## config.mk

```make
export PLATFORM = sky130hd
export DESIGN_NAME = serial_link_param_regs
export DESIGN_NICKNAME = d
export VERILOG_FILES = /design/src/link_param_pkg.sv /design/src/pin_sync.sv /design/src/link_param_decode.sv /design/src/serial_link_param_regs.sv
export SDC_FILE = /design/constraint.sdc
export NUM_CORES = 1
export LEC_CHECK = 0
export ABC_AREA = 1
export BUFFER_PORTS_ARGS = -buffer_cell sky130_fd_sc_hd__buf_2
export CAP_MARGIN = 5
export CORE_ASPECT_RATIO = 2
export CORE_MARGIN = 2
export CORE_UTILIZATION = 40
export CTS_CLUSTER_SIZE = 28
export DETAILED_ROUTE_END_ITERATION = 7
export REMOVE_ABC_BUFFERS = 1
export SYNTH_ARGS = -nofsm -noshare
export SYNTH_HDL_FRONTEND = slang
export SYNTH_SLANG_ARGS = --single-unit
```

## constraint.sdc

```tcl
create_clock -name mclk_i -period 2.8 [get_ports mclk_i]
set_input_delay 0.42 -clock mclk_i [delete_from_list [all_inputs] [get_ports mclk_i]]
set_output_delay 0.42 -clock mclk_i [all_outputs]
set_load 0.01 [all_outputs]
```

## src/link_param_pkg.sv

```systemverilog
// Constants shared by the link parameter register bank.
//
// Functional notes
// Lane-count register bit 7 enables descrambling of received lane data.
// Lane-count bits 4:0 hold lanes per link minus one.
// Frame-size register holds octets per frame minus one.
// Second frame-size register holds octets per frame as plain count.
// Multiframe bits 4:0 hold frames per multiframe minus one.
// Software programs 32 frames per multiframe in single-converter two-lane mode.
// Converter-count register holds converters per link minus one.
// Software keeps resolution bits 7:6 zero and bits 4:0 at 0x0F.
// Sample-width bits 7:5 select subclass; bits 4:0 of 0xF mean 16 bits.
// Version bits 7:5 equal one; bits 4:0 hold samples per frame minus one.
// Density bit 7 selects high density; control-word count is always zero; the bank neither forces nor checks this, and bits 4:0 pass out as written.
// Deskew register is a per-lane mask of lanes included in deskew.
// Lane-enable register is a per-lane mask enabling each link lane.
// Software writes all parameter registers before the lane-enable mask.
package link_param_pkg;

  // ----------------------------------------
  // Register map
  // ----------------------------------------
  localparam int unsigned ADDR_W = 15;
  localparam int unsigned NUM_REGS = 11;
  localparam logic [14:0] ADDR_LANE_COUNT_SCRAMBLE = 15'h0453;
  localparam logic [14:0] ADDR_FRAME_OCTETS_MINUS_ONE = 15'h0454;
  localparam logic [14:0] ADDR_MULTIFRAME_LENGTH = 15'h0455;
  localparam logic [14:0] ADDR_CONVERTER_COUNT = 15'h0456;
  localparam logic [14:0] ADDR_RESOLUTION_CTRL_BITS = 15'h0457;
  localparam logic [14:0] ADDR_SUBCLASS_SAMPLE_WIDTH = 15'h0458;
  localparam logic [14:0] ADDR_VERSION_SAMPLES_PER_FRAME = 15'h0459;
  localparam logic [14:0] ADDR_DENSITY_CTRL_WORDS = 15'h045A;
  localparam logic [14:0] ADDR_LANE_DESKEW_MASK = 15'h046C;
  localparam logic [14:0] ADDR_FRAME_OCTETS_PLAIN = 15'h0476;
  localparam logic [14:0] ADDR_LANE_ENABLE_MASK = 15'h047D;

  // Register slots in the bank, in map order.
  localparam logic [3:0] IDX_LANE = 4'h0;
  localparam logic [3:0] IDX_FOCT = 4'h1;
  localparam logic [3:0] IDX_MF = 4'h2;
  localparam logic [3:0] IDX_CONV = 4'h3;
  localparam logic [3:0] IDX_RES = 4'h4;
  localparam logic [3:0] IDX_SUB = 4'h5;
  localparam logic [3:0] IDX_VER = 4'h6;
  localparam logic [3:0] IDX_DENS = 4'h7;
  localparam logic [3:0] IDX_DESK = 4'h8;
  localparam logic [3:0] IDX_FPLN = 4'h9;
  localparam logic [3:0] IDX_LEN = 4'hA;

  // Reset value of every register.
  localparam logic [7:0] REG_RESET = 8'h00;

  // ----------------------------------------
  // Field positions
  // ----------------------------------------
  localparam int unsigned SCRAMBLE_BIT = 7;
  localparam int unsigned COUNT_MSB = 4;
  localparam int unsigned HD_BIT = 7;
  localparam int unsigned TOP_MSB = 7;
  localparam int unsigned TOP_LSB = 5;
  localparam int unsigned CS_LSB = 6;
  localparam logic [2:0] VERSION_B = 3'h1;

  // ----------------------------------------
  // Serial port framing
  // ----------------------------------------
  localparam logic [3:0] INSTR_LAST = 4'hF;
  localparam logic [3:0] DATA_LAST = 4'h7;

endpackage : link_param_pkg

```

## src/pin_sync.sv

```systemverilog
// Three-stage synchroniser with agreement filter for pin inputs.
`timescale 1ns/1ps
module pin_sync #(
  parameter int unsigned WIDTH = 1,
  parameter logic [WIDTH-1:0] RESET_VAL = '0
) (
  input wire logic mclk_i,
  input wire logic rst_n_i,
  input wire logic [WIDTH-1:0] pin_i,
  output logic [WIDTH-1:0] level_o
);

  typedef struct packed {
    logic [WIDTH-1:0] s1;
    logic [WIDTH-1:0] s2;
    logic [WIDTH-1:0] s3;
    logic [WIDTH-1:0] lvl;
  } sync_state_t;

  sync_state_t q, d;

  // Each bit follows the pin once the second and third stages agree.
  always_comb
  begin
    d = q;
    d.s1 = pin_i;
    d.s2 = q.s1;
    d.s3 = q.s2;
    for (int i = 0; i < WIDTH; i++)
    begin
      if (q.s2[i] == q.s3[i])
      begin
        d.lvl[i] = q.s3[i];
      end
    end
  end

  // State register.
  always_ff @(posedge mclk_i)
  begin
    if (!rst_n_i)
    begin
      q <= '{s1: RESET_VAL, s2: RESET_VAL, s3: RESET_VAL, lvl: RESET_VAL};
    end
    else
    begin
      q <= d;
    end
  end

  assign level_o = q.lvl;

endmodule : pin_sync

```

## src/link_param_decode.sv

```systemverilog
// Turns the stored minus-one fields into plain link parameter counts.
`timescale 1ns/1ps
module link_param_decode (
  input wire logic mclk_i,
  input wire logic rst_n_i,
  input wire logic [7:0] lane_reg_i,
  input wire logic [7:0] foct_reg_i,
  input wire logic [7:0] mf_reg_i,
  input wire logic [7:0] conv_reg_i,
  input wire logic [7:0] ver_reg_i,
  input wire logic [7:0] fpln_reg_i,
  output logic [5:0] lanes_o,
  output logic [8:0] octets_o,
  output logic [5:0] frames_o,
  output logic [8:0] converters_o,
  output logic [5:0] samples_o,
  output logic octets_mismatch_o
);

  typedef struct packed {
    logic [5:0] lanes;
    logic [8:0] octets;
    logic [5:0] frames;
    logic [8:0] conv;
    logic [5:0] samp;
    logic mismatch;
  } dec_state_t;

  dec_state_t q, d;

  // Adds one to a five-bit minus-one field.
  function automatic logic [5:0] plus_one5(input logic [4:0] f);
    plus_one5 = {1'b0, f} + 6'h01;
  endfunction : plus_one5

  // Adds one to an eight-bit minus-one field.
  function automatic logic [8:0] plus_one8(input logic [7:0] f);
    plus_one8 = {1'b0, f} + 9'h001;
  endfunction : plus_one8

  // Register the decoded counts and compare both frame-size copies.
  always_comb
  begin
    d = q;
    d.lanes = plus_one5(lane_reg_i[4:0]);
    d.octets = plus_one8(foct_reg_i);
    d.frames = plus_one5(mf_reg_i[4:0]);
    d.conv = plus_one8(conv_reg_i);
    d.samp = plus_one5(ver_reg_i[4:0]);
    d.mismatch = (plus_one8(foct_reg_i) != {1'b0, fpln_reg_i});
  end

  // State register.
  always_ff @(posedge mclk_i)
  begin
    if (!rst_n_i)
    begin
      q <= '0;
    end
    else
    begin
      q <= d;
    end
  end

  assign lanes_o = q.lanes;
  assign octets_o = q.octets;
  assign frames_o = q.frames;
  assign converters_o = q.conv;
  assign samples_o = q.samp;
  assign octets_mismatch_o = q.mismatch;

endmodule : link_param_decode

```

## src/serial_link_param_regs.sv

```systemverilog
// Link parameter register bank reached over the serial configuration port.
`timescale 1ns/1ps
module serial_link_param_regs (
  input wire logic mclk_i,
  input wire logic rst_n_i,
  input wire logic spi_sclk_i,
  input wire logic spi_csb_n_i,
  input wire logic spi_sdi_i,
  output logic spi_sdo_o,
  output logic spi_sdo_oe_o,
  output logic descramble_en_o,
  output logic [4:0] lane_count_field_o,
  output logic [7:0] frame_octets_field_o,
  output logic [4:0] multiframe_field_o,
  output logic [7:0] converter_field_o,
  output logic [1:0] ctrl_bits_field_o,
  output logic [4:0] resolution_field_o,
  output logic [2:0] subclass_o,
  output logic [4:0] sample_width_field_o,
  output logic [2:0] version_o,
  output logic version_ok_o,
  output logic [4:0] samples_field_o,
  output logic high_density_o,
  output logic [4:0] ctrl_words_field_o,
  output logic [7:0] frame_octets_plain_o,
  output logic [7:0] deskew_mask_o,
  output logic [7:0] lane_enable_o,
  output logic [5:0] lanes_o,
  output logic [8:0] octets_o,
  output logic [5:0] frames_o,
  output logic [8:0] converters_o,
  output logic [5:0] samples_o,
  output logic octets_mismatch_o
);

  // ----------------------------------------
  // Types and state
  // ----------------------------------------
  typedef enum logic [1:0] {
    ST_IDLE = 2'b00,
    ST_INSTR = 2'b01,
    ST_DATA = 2'b10
  } spi_state_t;

  typedef struct packed {
    spi_state_t state;
    logic sclk_prev;
    logic [3:0] bit_cnt;
    logic rd;
    logic [14:0] addr;
    logic [7:0] shift_in;
    logic [7:0] shift_out;
    logic sdo;
    logic sdo_oe;
    logic [10:0][7:0] regs;
  } bank_state_t;

  bank_state_t q, d;

  logic csb_s;
  logic sclk_s;
  logic sdi_s;
  logic rise;
  logic fall;

  // ----------------------------------------
  // Address decode
  // ----------------------------------------

  // Maps a port address to {hit, slot}; unmapped addresses miss.
  function automatic logic [4:0] slot_of(input logic [14:0] a);
    case (a)
      link_param_pkg::ADDR_LANE_COUNT_SCRAMBLE: slot_of = {1'b1, link_param_pkg::IDX_LANE};
      link_param_pkg::ADDR_FRAME_OCTETS_MINUS_ONE: slot_of = {1'b1, link_param_pkg::IDX_FOCT};
      link_param_pkg::ADDR_MULTIFRAME_LENGTH: slot_of = {1'b1, link_param_pkg::IDX_MF};
      link_param_pkg::ADDR_CONVERTER_COUNT: slot_of = {1'b1, link_param_pkg::IDX_CONV};
      link_param_pkg::ADDR_RESOLUTION_CTRL_BITS: slot_of = {1'b1, link_param_pkg::IDX_RES};
      link_param_pkg::ADDR_SUBCLASS_SAMPLE_WIDTH: slot_of = {1'b1, link_param_pkg::IDX_SUB};
      link_param_pkg::ADDR_VERSION_SAMPLES_PER_FRAME: slot_of = {1'b1, link_param_pkg::IDX_VER};
      link_param_pkg::ADDR_DENSITY_CTRL_WORDS: slot_of = {1'b1, link_param_pkg::IDX_DENS};
      link_param_pkg::ADDR_LANE_DESKEW_MASK: slot_of = {1'b1, link_param_pkg::IDX_DESK};
      link_param_pkg::ADDR_FRAME_OCTETS_PLAIN: slot_of = {1'b1, link_param_pkg::IDX_FPLN};
      link_param_pkg::ADDR_LANE_ENABLE_MASK: slot_of = {1'b1, link_param_pkg::IDX_LEN};
      default: slot_of = 5'h00;
    endcase
  endfunction : slot_of

  // Read data for an address; unmapped addresses read as zero.
  function automatic logic [7:0] read_reg(input logic [10:0][7:0] r, input logic [14:0] a);
    logic [4:0] s;
    s = slot_of(a);
    if (s[4])
    begin
      read_reg = r[s[3:0]];
    end
    else
    begin
      read_reg = 8'h00;
    end
  endfunction : read_reg

  // ----------------------------------------
  // Field extraction
  // ----------------------------------------

  // Five-bit count field in the low bits of a register byte.
  function automatic logic [4:0] low_field(input logic [7:0] r);
    low_field = r[link_param_pkg::COUNT_MSB:0];
  endfunction : low_field

  // Three-bit code field in the top bits of a register byte.
  function automatic logic [2:0] top_field(input logic [7:0] r);
    top_field = r[link_param_pkg::TOP_MSB:link_param_pkg::TOP_LSB];
  endfunction : top_field

  // ----------------------------------------
  // Pin synchronisers
  // ----------------------------------------

  // Chip select idles high, so its filtered level starts high.
  // The filter lags the pins by three to four clocks, so each serial clock phase must outlast it.
  pin_sync #(
    .WIDTH(3),
    .RESET_VAL(3'h4)
  ) u_pin_sync (
    .mclk_i(mclk_i),
    .rst_n_i(rst_n_i),
    .pin_i({spi_csb_n_i, spi_sclk_i, spi_sdi_i}),
    .level_o({csb_s, sclk_s, sdi_s})
  );

  // Serial clock edges seen on the filtered level.
  assign rise = sclk_s & ~q.sclk_prev;
  assign fall = ~sclk_s & q.sclk_prev;

  // ----------------------------------------
  // Serial protocol and register file
  // ----------------------------------------

  // A frame is a read/write bit, a 15-bit address and then data bytes,
  // all MSB first on rising serial clock edges. The address steps up by
  // one after each byte, so a burst covers consecutive registers.
  always_comb
  begin
    logic [4:0] slot;
    logic [7:0] byte_in;
    logic [14:0] next_addr;
    slot = 5'h00;
    byte_in = {q.shift_in[6:0], sdi_s};
    next_addr = q.addr + 15'h0001;
    d = q;
    d.sclk_prev = sclk_s;
    if (csb_s)
    begin
      // Deselect ends the frame at once, even mid-byte; a partial byte is dropped.
      d.state = ST_IDLE;
      d.bit_cnt = 4'h0;
      d.sdo = 1'b0;
      d.sdo_oe = 1'b0;
    end
    else
    begin
      if (q.state == ST_IDLE)
      begin
        d.state = ST_INSTR;
      end
      if (rise)
      begin
        case (q.state)
          ST_IDLE, ST_INSTR:
          begin
            // The read flag ends up above the address once sixteen bits are in.
            {d.rd, d.addr} = {q.addr, sdi_s};
            d.bit_cnt = q.bit_cnt + 4'h1;
            // The last address bit has landed: fetch the first byte that a read sends.
            if (q.bit_cnt == link_param_pkg::INSTR_LAST)
            begin
              d.state = ST_DATA;
              d.bit_cnt = 4'h0;
              d.shift_out = read_reg(q.regs, {q.addr[13:0], sdi_s});
            end
          end
          ST_DATA:
          begin
            d.shift_in = byte_in;
            d.bit_cnt = q.bit_cnt + 4'h1;
            // A full byte is in: store it, or fetch the next byte to send.
            if (q.bit_cnt == link_param_pkg::DATA_LAST)
            begin
              d.bit_cnt = 4'h0;
              d.addr = next_addr;
              if (!q.rd)
              begin
                slot = slot_of(q.addr);
                if (slot[4])
                begin
                  // Every field is stored exactly as written.
                  d.regs[slot[3:0]] = byte_in;
                end
              end
              else
              begin
                d.shift_out = read_reg(q.regs, next_addr);
              end
            end
          end
          default:
          begin
            d.state = ST_IDLE;
          end
        endcase
      end
      else if (fall && (q.state == ST_DATA) && q.rd)
      begin
        // Read data changes on the falling edge for the master's next rising edge.
        // Bits leave the top of the shifter; the next address's byte is loaded and follows once the byte is spent.
        d.sdo = q.shift_out[7];
        d.shift_out = {q.shift_out[6:0], 1'b0};
        d.sdo_oe = 1'b1;
      end
    end
  end

  // State register.
  always_ff @(posedge mclk_i)
  begin
    if (!rst_n_i)
    begin
      q.state <= ST_IDLE;
      // The clock history starts at the idle level, so no false edge follows reset.
      q.sclk_prev <= 1'b0;
      q.bit_cnt <= 4'h0;
      q.rd <= 1'b0;
      q.addr <= 15'h0000;
      q.shift_in <= 8'h00;
      q.shift_out <= 8'h00;
      q.sdo <= 1'b0;
      q.sdo_oe <= 1'b0;
      q.regs <= {link_param_pkg::NUM_REGS{link_param_pkg::REG_RESET}};
    end
    else
    begin
      q <= d;
    end
  end

  // The output enable rises with the first read bit and stays until the deselect is seen.
  assign spi_sdo_o = q.sdo;
  assign spi_sdo_oe_o = q.sdo_oe;

  // ----------------------------------------
  // Stored fields to the deframer
  // ----------------------------------------

  // Lane count and descrambler control.
  assign descramble_en_o = q.regs[link_param_pkg::IDX_LANE][link_param_pkg::SCRAMBLE_BIT];
  assign lane_count_field_o = low_field(q.regs[link_param_pkg::IDX_LANE]);

  // Frame, multiframe and converter counts, all minus one.
  assign frame_octets_field_o = q.regs[link_param_pkg::IDX_FOCT];
  assign multiframe_field_o = low_field(q.regs[link_param_pkg::IDX_MF]);
  assign converter_field_o = q.regs[link_param_pkg::IDX_CONV];

  // Resolution and control bits as software left them.
  assign ctrl_bits_field_o = q.regs[link_param_pkg::IDX_RES][link_param_pkg::TOP_MSB:link_param_pkg::CS_LSB];
  assign resolution_field_o = low_field(q.regs[link_param_pkg::IDX_RES]);

  // Subclass and bits per sample.
  assign subclass_o = top_field(q.regs[link_param_pkg::IDX_SUB]);
  assign sample_width_field_o = low_field(q.regs[link_param_pkg::IDX_SUB]);

  // Version code, its check, and samples per frame.
  assign version_o = top_field(q.regs[link_param_pkg::IDX_VER]);
  assign version_ok_o = (version_o == link_param_pkg::VERSION_B);
  assign samples_field_o = low_field(q.regs[link_param_pkg::IDX_VER]);

  // High density and control words per frame.
  assign high_density_o = q.regs[link_param_pkg::IDX_DENS][link_param_pkg::HD_BIT];
  assign ctrl_words_field_o = low_field(q.regs[link_param_pkg::IDX_DENS]);

  // Plain frame size and the per-lane masks.
  assign frame_octets_plain_o = q.regs[link_param_pkg::IDX_FPLN];
  assign deskew_mask_o = q.regs[link_param_pkg::IDX_DESK];
  assign lane_enable_o = q.regs[link_param_pkg::IDX_LEN];

  // ----------------------------------------
  // Decoded counts
  // ----------------------------------------
  // The decode stage adds one clock, so the counts trail their fields by a cycle.
  link_param_decode u_decode (
    .mclk_i(mclk_i),
    .rst_n_i(rst_n_i),
    .lane_reg_i(q.regs[link_param_pkg::IDX_LANE]),
    .foct_reg_i(q.regs[link_param_pkg::IDX_FOCT]),
    .mf_reg_i(q.regs[link_param_pkg::IDX_MF]),
    .conv_reg_i(q.regs[link_param_pkg::IDX_CONV]),
    .ver_reg_i(q.regs[link_param_pkg::IDX_VER]),
    .fpln_reg_i(q.regs[link_param_pkg::IDX_FPLN]),
    .lanes_o(lanes_o),
    .octets_o(octets_o),
    .frames_o(frames_o),
    .converters_o(converters_o),
    .samples_o(samples_o),
    .octets_mismatch_o(octets_mismatch_o)
  );

endmodule : serial_link_param_regs

```

=== Word level (Yosys, flattened, before mapping) ===
Index checks and enable logic that the tools add are counted.
Widths: inputs -> output; s select.

* Register bits: 177

* Add/subtract/negate cells: 7
* Magnitude comparators: 4
* Equality and inequality tests: 47
* Muxes and demuxes: 41
* Bitwise operators: 8
* Reduce and logical (&&, ||, !) cells: 15

{| class="wikitable"
|+ Operator list
! kind !! number
|-
| $eq 15x11->1 const B || 33
|-
| $pmux 5 s11 || 3
|-
| $bwmux 88 || 1
|-
| $mux 8 || 9
|-
| $mux 5 || 14
|-
| $bmux 8 s4 || 2
|-
| $demux 8 s4 || 1
|-
| $pmux 15 s2 || 1
|-
| $add 5x1->6 const B || 3
|-
| $add 8x1->9 const B || 2
|-
| $pmux 8 s2 || 1
|-
| $add 15x1->15 const B || 1
|-
| $lt 4x5->1 const B || 3
|-
| $mux 15 || 1
|-
| $reduce_and 6->1 || 2
|-
| $mux 10 || 1
|-
| $ne 3x3->1 const B || 3
|-
| $ne 9x8->1 || 1
|-
| $mux 4 || 2
|-
| $pmux 4 s2 || 1
|-
| $mux 2 || 3
|-
| $not 1->1 || 6
|-
| $reduce_and 3->1 || 2
|-
| $add 4x1->4 const B || 1
|-
| 17 further kinds || 25
|}

=== Depth between registers and ports, before layout ===
* Depth after elaboration: 15
* Mapped depth: 23

=== By module ===
A second synthesis with hierarchy kept.

* Cells, all modules: 1,544
* Area total of the unflattened synthesis: 10,331.2 um^2

{| class="wikitable"
|+ Modules (own cells, without submodules)
! module !! instances !! cells an instance !! area each (um^2)
|-
| serial_link_param_regs || 1 || 1,286 || 8,359.3
|-
| link_param_decode || 1 || 211 || 1,564.0
|-
| pin_sync || 1 || 47 || 407.9
|}

=== Worst setup path before layout ===
OpenSTA, ideal clock, no wires.

* Path kind: register -> register
* Start point: register q[107] (netlist bit)
* End point: register q[90] (netlist bit)
* Library setup time: 132 ps
* Arrival time: 2,570 ps
* Slack: 97 ps
* Cell stages (with the launch flop): 22
* Buffers on the path: 3
* Clock period less this slack: 2,703 ps
* Cell sequence: dfxtp_1 > ha_1 > buf_2 > inv_1 > nor2_1 > nand3_1 > nand2_1 > nand2_1 > nor2_1 > nand2_2 > nor2_8 > buf_8 > nand3_2 > clkbuf_1 > nand4_1 > nand3_1 > nand3_1 > nand3_1 > nand2_1 > nand2_1 > nand2_1 > a21oi_1

* Word-level cells in the longest chain between the ends: 15
* Elaborated cells on any way between the ends: 45
* Those cells by class: add/sub (1); eq/ne (22); mux (22)

{| class="wikitable"
|+ RTL lines
! what !! line !! RTL
|-
| from (decl) || serial_link_param_regs.sv:58 || <nowiki>bank_state_t q, d;</nowiki>
|-
| $add 15x1->15 || serial_link_param_regs.sv:150 || <nowiki>next_addr = q.addr + 15'h0001;</nowiki>
|-
| $eq 15x11->1 || serial_link_param_regs.sv:72 || <nowiki>case (a)</nowiki>
|-
| $pmux 5 s11 || serial_link_param_regs.sv:72 ||
|-
| $mux 5 || serial_link_param_regs.sv:192 || <nowiki>if (!q.rd)</nowiki>
|-
| $mux 5 || serial_link_param_regs.sv:188 || <nowiki>if (q.bit_cnt == link_param_pkg::DATA_LAST)</nowiki>
|-
| $mux 5 || serial_link_param_regs.sv:169 || <nowiki>case (q.state)</nowiki>
|-
| $mux 5 || serial_link_param_regs.sv:167 || <nowiki>if (rise)</nowiki>
|-
| $mux 5 || serial_link_param_regs.sv:153 || <nowiki>if (csb_s)</nowiki>
|-
| $bmux 8 s4 || serial_link_param_regs.sv:94 || <nowiki>read_reg = r[s[3:0]];</nowiki>
|-
| $mux 8 (not written as such) || serial_link_param_regs.sv:94 ||
|-
| $mux 8 || serial_link_param_regs.sv:92 || <nowiki>if (s[4])</nowiki>
|-
| $mux 8 || serial_link_param_regs.sv:192 ||
|-
| $mux 8 || serial_link_param_regs.sv:188 ||
|-
| $pmux 8 s2 * || serial_link_param_regs.sv:169 ||
|-
| $mux 8 * || serial_link_param_regs.sv:167 ||
|}

Every way passes the cells marked *; elsewhere a longest branch is shown, timed or not. The select of a mux whose other input is x is not followed.
A chain may end at the register's enable or synchronous reset.

=== Worst setup path after layout ===
Ends and elaborated chain as after synthesis.

==> run_results.csv <==
group,metric,value,unit
grt,grt-ovfl-total,0,
power,ir_drop,0.312,mV
yosys,syn_area,10200,um2
grt,grt_pass1_wl,60.1,mm
run,cap_violations,0,
grt,antenna_found_initial,0,
route,drt_iter0_drc,784,
grt,first_global_vias,10600,
power,p_int,0.00394,W
route,num_vias,11200,
grt,grt_max_degree,70,
route,ant_nets,0,
worst_setup_path,crit_top_cell,"nand2_1",
finish,fin_util,52.4,%
die,die_area,26900,um2
clock_tree,cts.sinks,177,
timing,slew_violations,0,
die,rows,82,
power,switching_share,23.3,%
route,firstDrtPassIters,6,
finish,area_growth_syn_to_layout,28.9,%
yosys,yosysWarnings,0,
clock_tree,root_buffer,"clkbuf_16",
power,seq_power_share,49.1,%
clock_tree,tritoncts,"yes",
yosys,ys_types,45,
power,p_clk_share,49.4,%
timing,grt_setup_unrepaired,"true",
timing,finalCritPeriodShare,102,%
finish,mostFrequentLayoutCell,"nand2_1",
timing,finalWorstSetupSlack,-0.0539,ns
yosys,syn_inst,1489,
power,leakage,5.63,nW
clock_tree,cts-buffers-inserted,17,
placed_design,io_buffers,124,
worst_setup_path,crit_path_max_incr_delay,0.37,ns
timing,max_freq,350,MHz
finish,drive_gt1_share,27.9,%
finish,final_nets,1673,
timing,whs,0.132,ns
placed_design,place_hpwl,30.3,mm
timing,period_minus_slack,2.85,ns
grt,gr-usage-all-layers,30.2,%
clock_tree,htreeDepth,4,
yosys,avgSynthCellArea,6.87,um2
worst_setup_path,crit_path_max_fanout,13,
timing,hold_viol_final,0,
finish,antennaDiodeCount,0,
power,switchingPower,0.00120,W
power,fin_total_pwr,0.00514,W
timing,worst_pin_slew,0.786,ns
die,fp.dieW,117,um
worst_setup_path,cp.arrival,3.20,ns
worst_setup_path,worstPathRequired,3.14,ns
route,viasPerCell,5.59,
worst_setup_path,end_kind,"flop",
placed_design,gp_congestion,1.03,
route,drt-wirelength-per-cell,20.9,um
yosys,synth-seq-cells,177,
power,combPwrFrac,1.6,%
timing,relSlewSlack,47.3,%
route,wl,42.0,mm
die,coreArea,25100,um2
die,ios,125,
worst_setup_path,cp_num_buf_inv,4,
power,power.density,390,nW/um2
route,drc,0,
die,die_height,230,um
timing,finClkSkew,0.0125,ns
clock_tree,clockBufferDepth,2,
min_path,hold_class,"input pin to flop",
worst_setup_path,crit_type,"flop to flop",
timing,fin_setup_tns,-0.175,ns
run_status,violations,"negative setup slack",
worst_setup_path,crit_family,"simple AND/OR/NAND/NOR gates",
yosys,yosysSeqAreaShare,34.6,%
clock_tree,path_clk_slew,0.07,ns
die,initial_core_util,40.7,%
worst_setup_path,crit_chain,"buf_6 -> nand2_4 -> nor2_4 -> nand2_1 -> nand2_1 -> nand2_2 -> nor2_4 -> nand3_4 -> inv_6 -> buf_4 -> nand3_4 -> clkbuf_16 -> nand4_1 -> nand3_1 -> nand3_1 -> nand3_1 -> nand2_1 -> nand2_1 -> nand2_1 -> a21oi_1",
clock_tree,clkLatencyLatePin,0.47,ns
worst_setup_path,worstSetupStartpointType,"flop",
timing,setup_viol,5,
run_status,status,"finished, violations left",
finish,final_cell_mix,"nand2_1, dfxtp_1, nor2_1, buf_4, buf_2",
worst_setup_path,cp_slowest_cell,"dfxtp_4",
through the flow:
stage	instance area (um2)	setup WS, ns	std cells
floorplan	9280	-1.17	1336
global placement	11700	-0.243	1945
detailed placement	11700	-0.301	1945
CTS	12500	-0.0310	1983
global route	13200	-0.231	2007
finish	13200	-0.0539	2007
final timing paths:
| kind | cells after the start | endpoint | from | slack, ns |
|---|---|---|---|---|
| worst max register to register | 20 | q[90] | q[107] | -0.05 |
| worst max-delay path | 20 | q[90] | q[107] | -0.05 |
| worst min register to register | 2 | u_pin_sync.d[3] | u_pin_sync.d[6] | 0.41 |
| worst min-delay path | 3 | u_pin_sync.d[7] | spi_sclk_i | 0.13 |
Yosys cell counts (all sizes together):
cell / count / area share, %
o211ai: 7 / 0.56
o31ai: 3 / 0.22
o21ai: 107 / 5.3
o21bai: 1 / 0.073
dfxtp: 177 / 35
a311oi: 1 / 0.086
or2: 4 / 0.24
nand2: 240 / 9.0
nor2: 197 / 7.9
o311ai: 1 / 0.16
nor3: 31 / 1.5
clkinv: 6 / 0.22
a211oi: 65 / 4.8
a21oi: 95 / 4.6
a221oi: 10 / 0.86
nor4: 8 / 0.49
nand3: 148 / 7.6
inv: 131 / 4.8
a22oi: 7 / 0.51
nand3b: 2 / 0.15
o2bb2ai: 1 / 0.086
o221ai: 2 / 0.17
xnor2: 3 / 0.26
a31oi: 4 / 0.24
nand4: 61 / 3.8
xor2: 11 / 0.94
a21boi: 1 / 0.073
buf: 112 / 7.7
ha: 10 / 1.2
clkbuf: 41 / 1.5
o21a: 2 / 0.15
layout make-up:
type | count | area, um2
clock inverter | 12 | 146
clock buffer | 20 | 467
multi-input combinational | 1022 | 5670
sequential | 177 | 3570
timing repair buffer | 303 | 2370
tap | 336 | 420
fill | 2503 | 12000
inverter | 137 | 538
state kept, by name (all words and copies together) (netlist names), 2 cells and up:
register / count
q: 46
u_decode.converters_o: 9
u_decode.octets_o: 9
converter_field_o: 8
deskew_mask_o: 8
frame_octets_field_o: 8
frame_octets_plain_o: 8
lane_enable_o: 8
u_decode.frames_o: 6
u_decode.lanes_o: 6
u_decode.samples_o: 6
u_pin_sync.d: 6
ctrl_words_field_o: 5
lane_count_field_o: 5
multiframe_field_o: 5
resolution_field_o: 5
sample_width_field_o: 5
samples_field_o: 5
subclass_o: 3
u_pin_sync.level_o: 3
u_pin_sync.q: 3
version_o: 3
ctrl_bits_field_o: 2
what timing repair did:
item                       4_1_cts  5_1_grt
cloned                           0        5
buffers inserted                 6       19
hold buffers                     0        0
pin swaps                        6       34
resized for setup               42       99
setup endpoints to repair        8       49
kinds of logic (layout without fill, tap and decap cells):
family	after synthesis	count (layout)	synth area share [%]
simple gates	691	691	30.7
compound gates	307	307	17.9
buf+inv	290	472	14.3
flops	177	177	34.6
xor+xnor	14	14	1.20
fa+ha+maj	10	10	1.22
worst min-delay path, cell delays in order:
cell and delay, ns:
buf_2 0.08, nand2_1 0.04, inv_1 0.04
metal layers:
| layer | global-route usage [%] | routed length [um] |
|---|---|---|
| met1 | 28.4 | 13800 |
| met2 | 52.4 | 21200 |
| met3 | 6.06 | 2210 |
| met4 | 28.2 | 4840 |
| met5 | 0 | 0 |
power by group through the flow:
stage / logic (W) / clock network, W / registers [W]
2_1_floorplan: 0.0000333 / 0 / 0.00259
3_3_place_gp: 0.0000792 / 0 / 0.00259
3_5_place_dp: 0.0000795 / 0 / 0.00259
4_1_cts: 0.0000798 / 0.00258 / 0.00253
5_1_grt: 0.0000892 / 0.00268 / 0.00252
6_report: 0.0000801 / 0.00254 / 0.00252
Power figures use the tool's default switching activity.
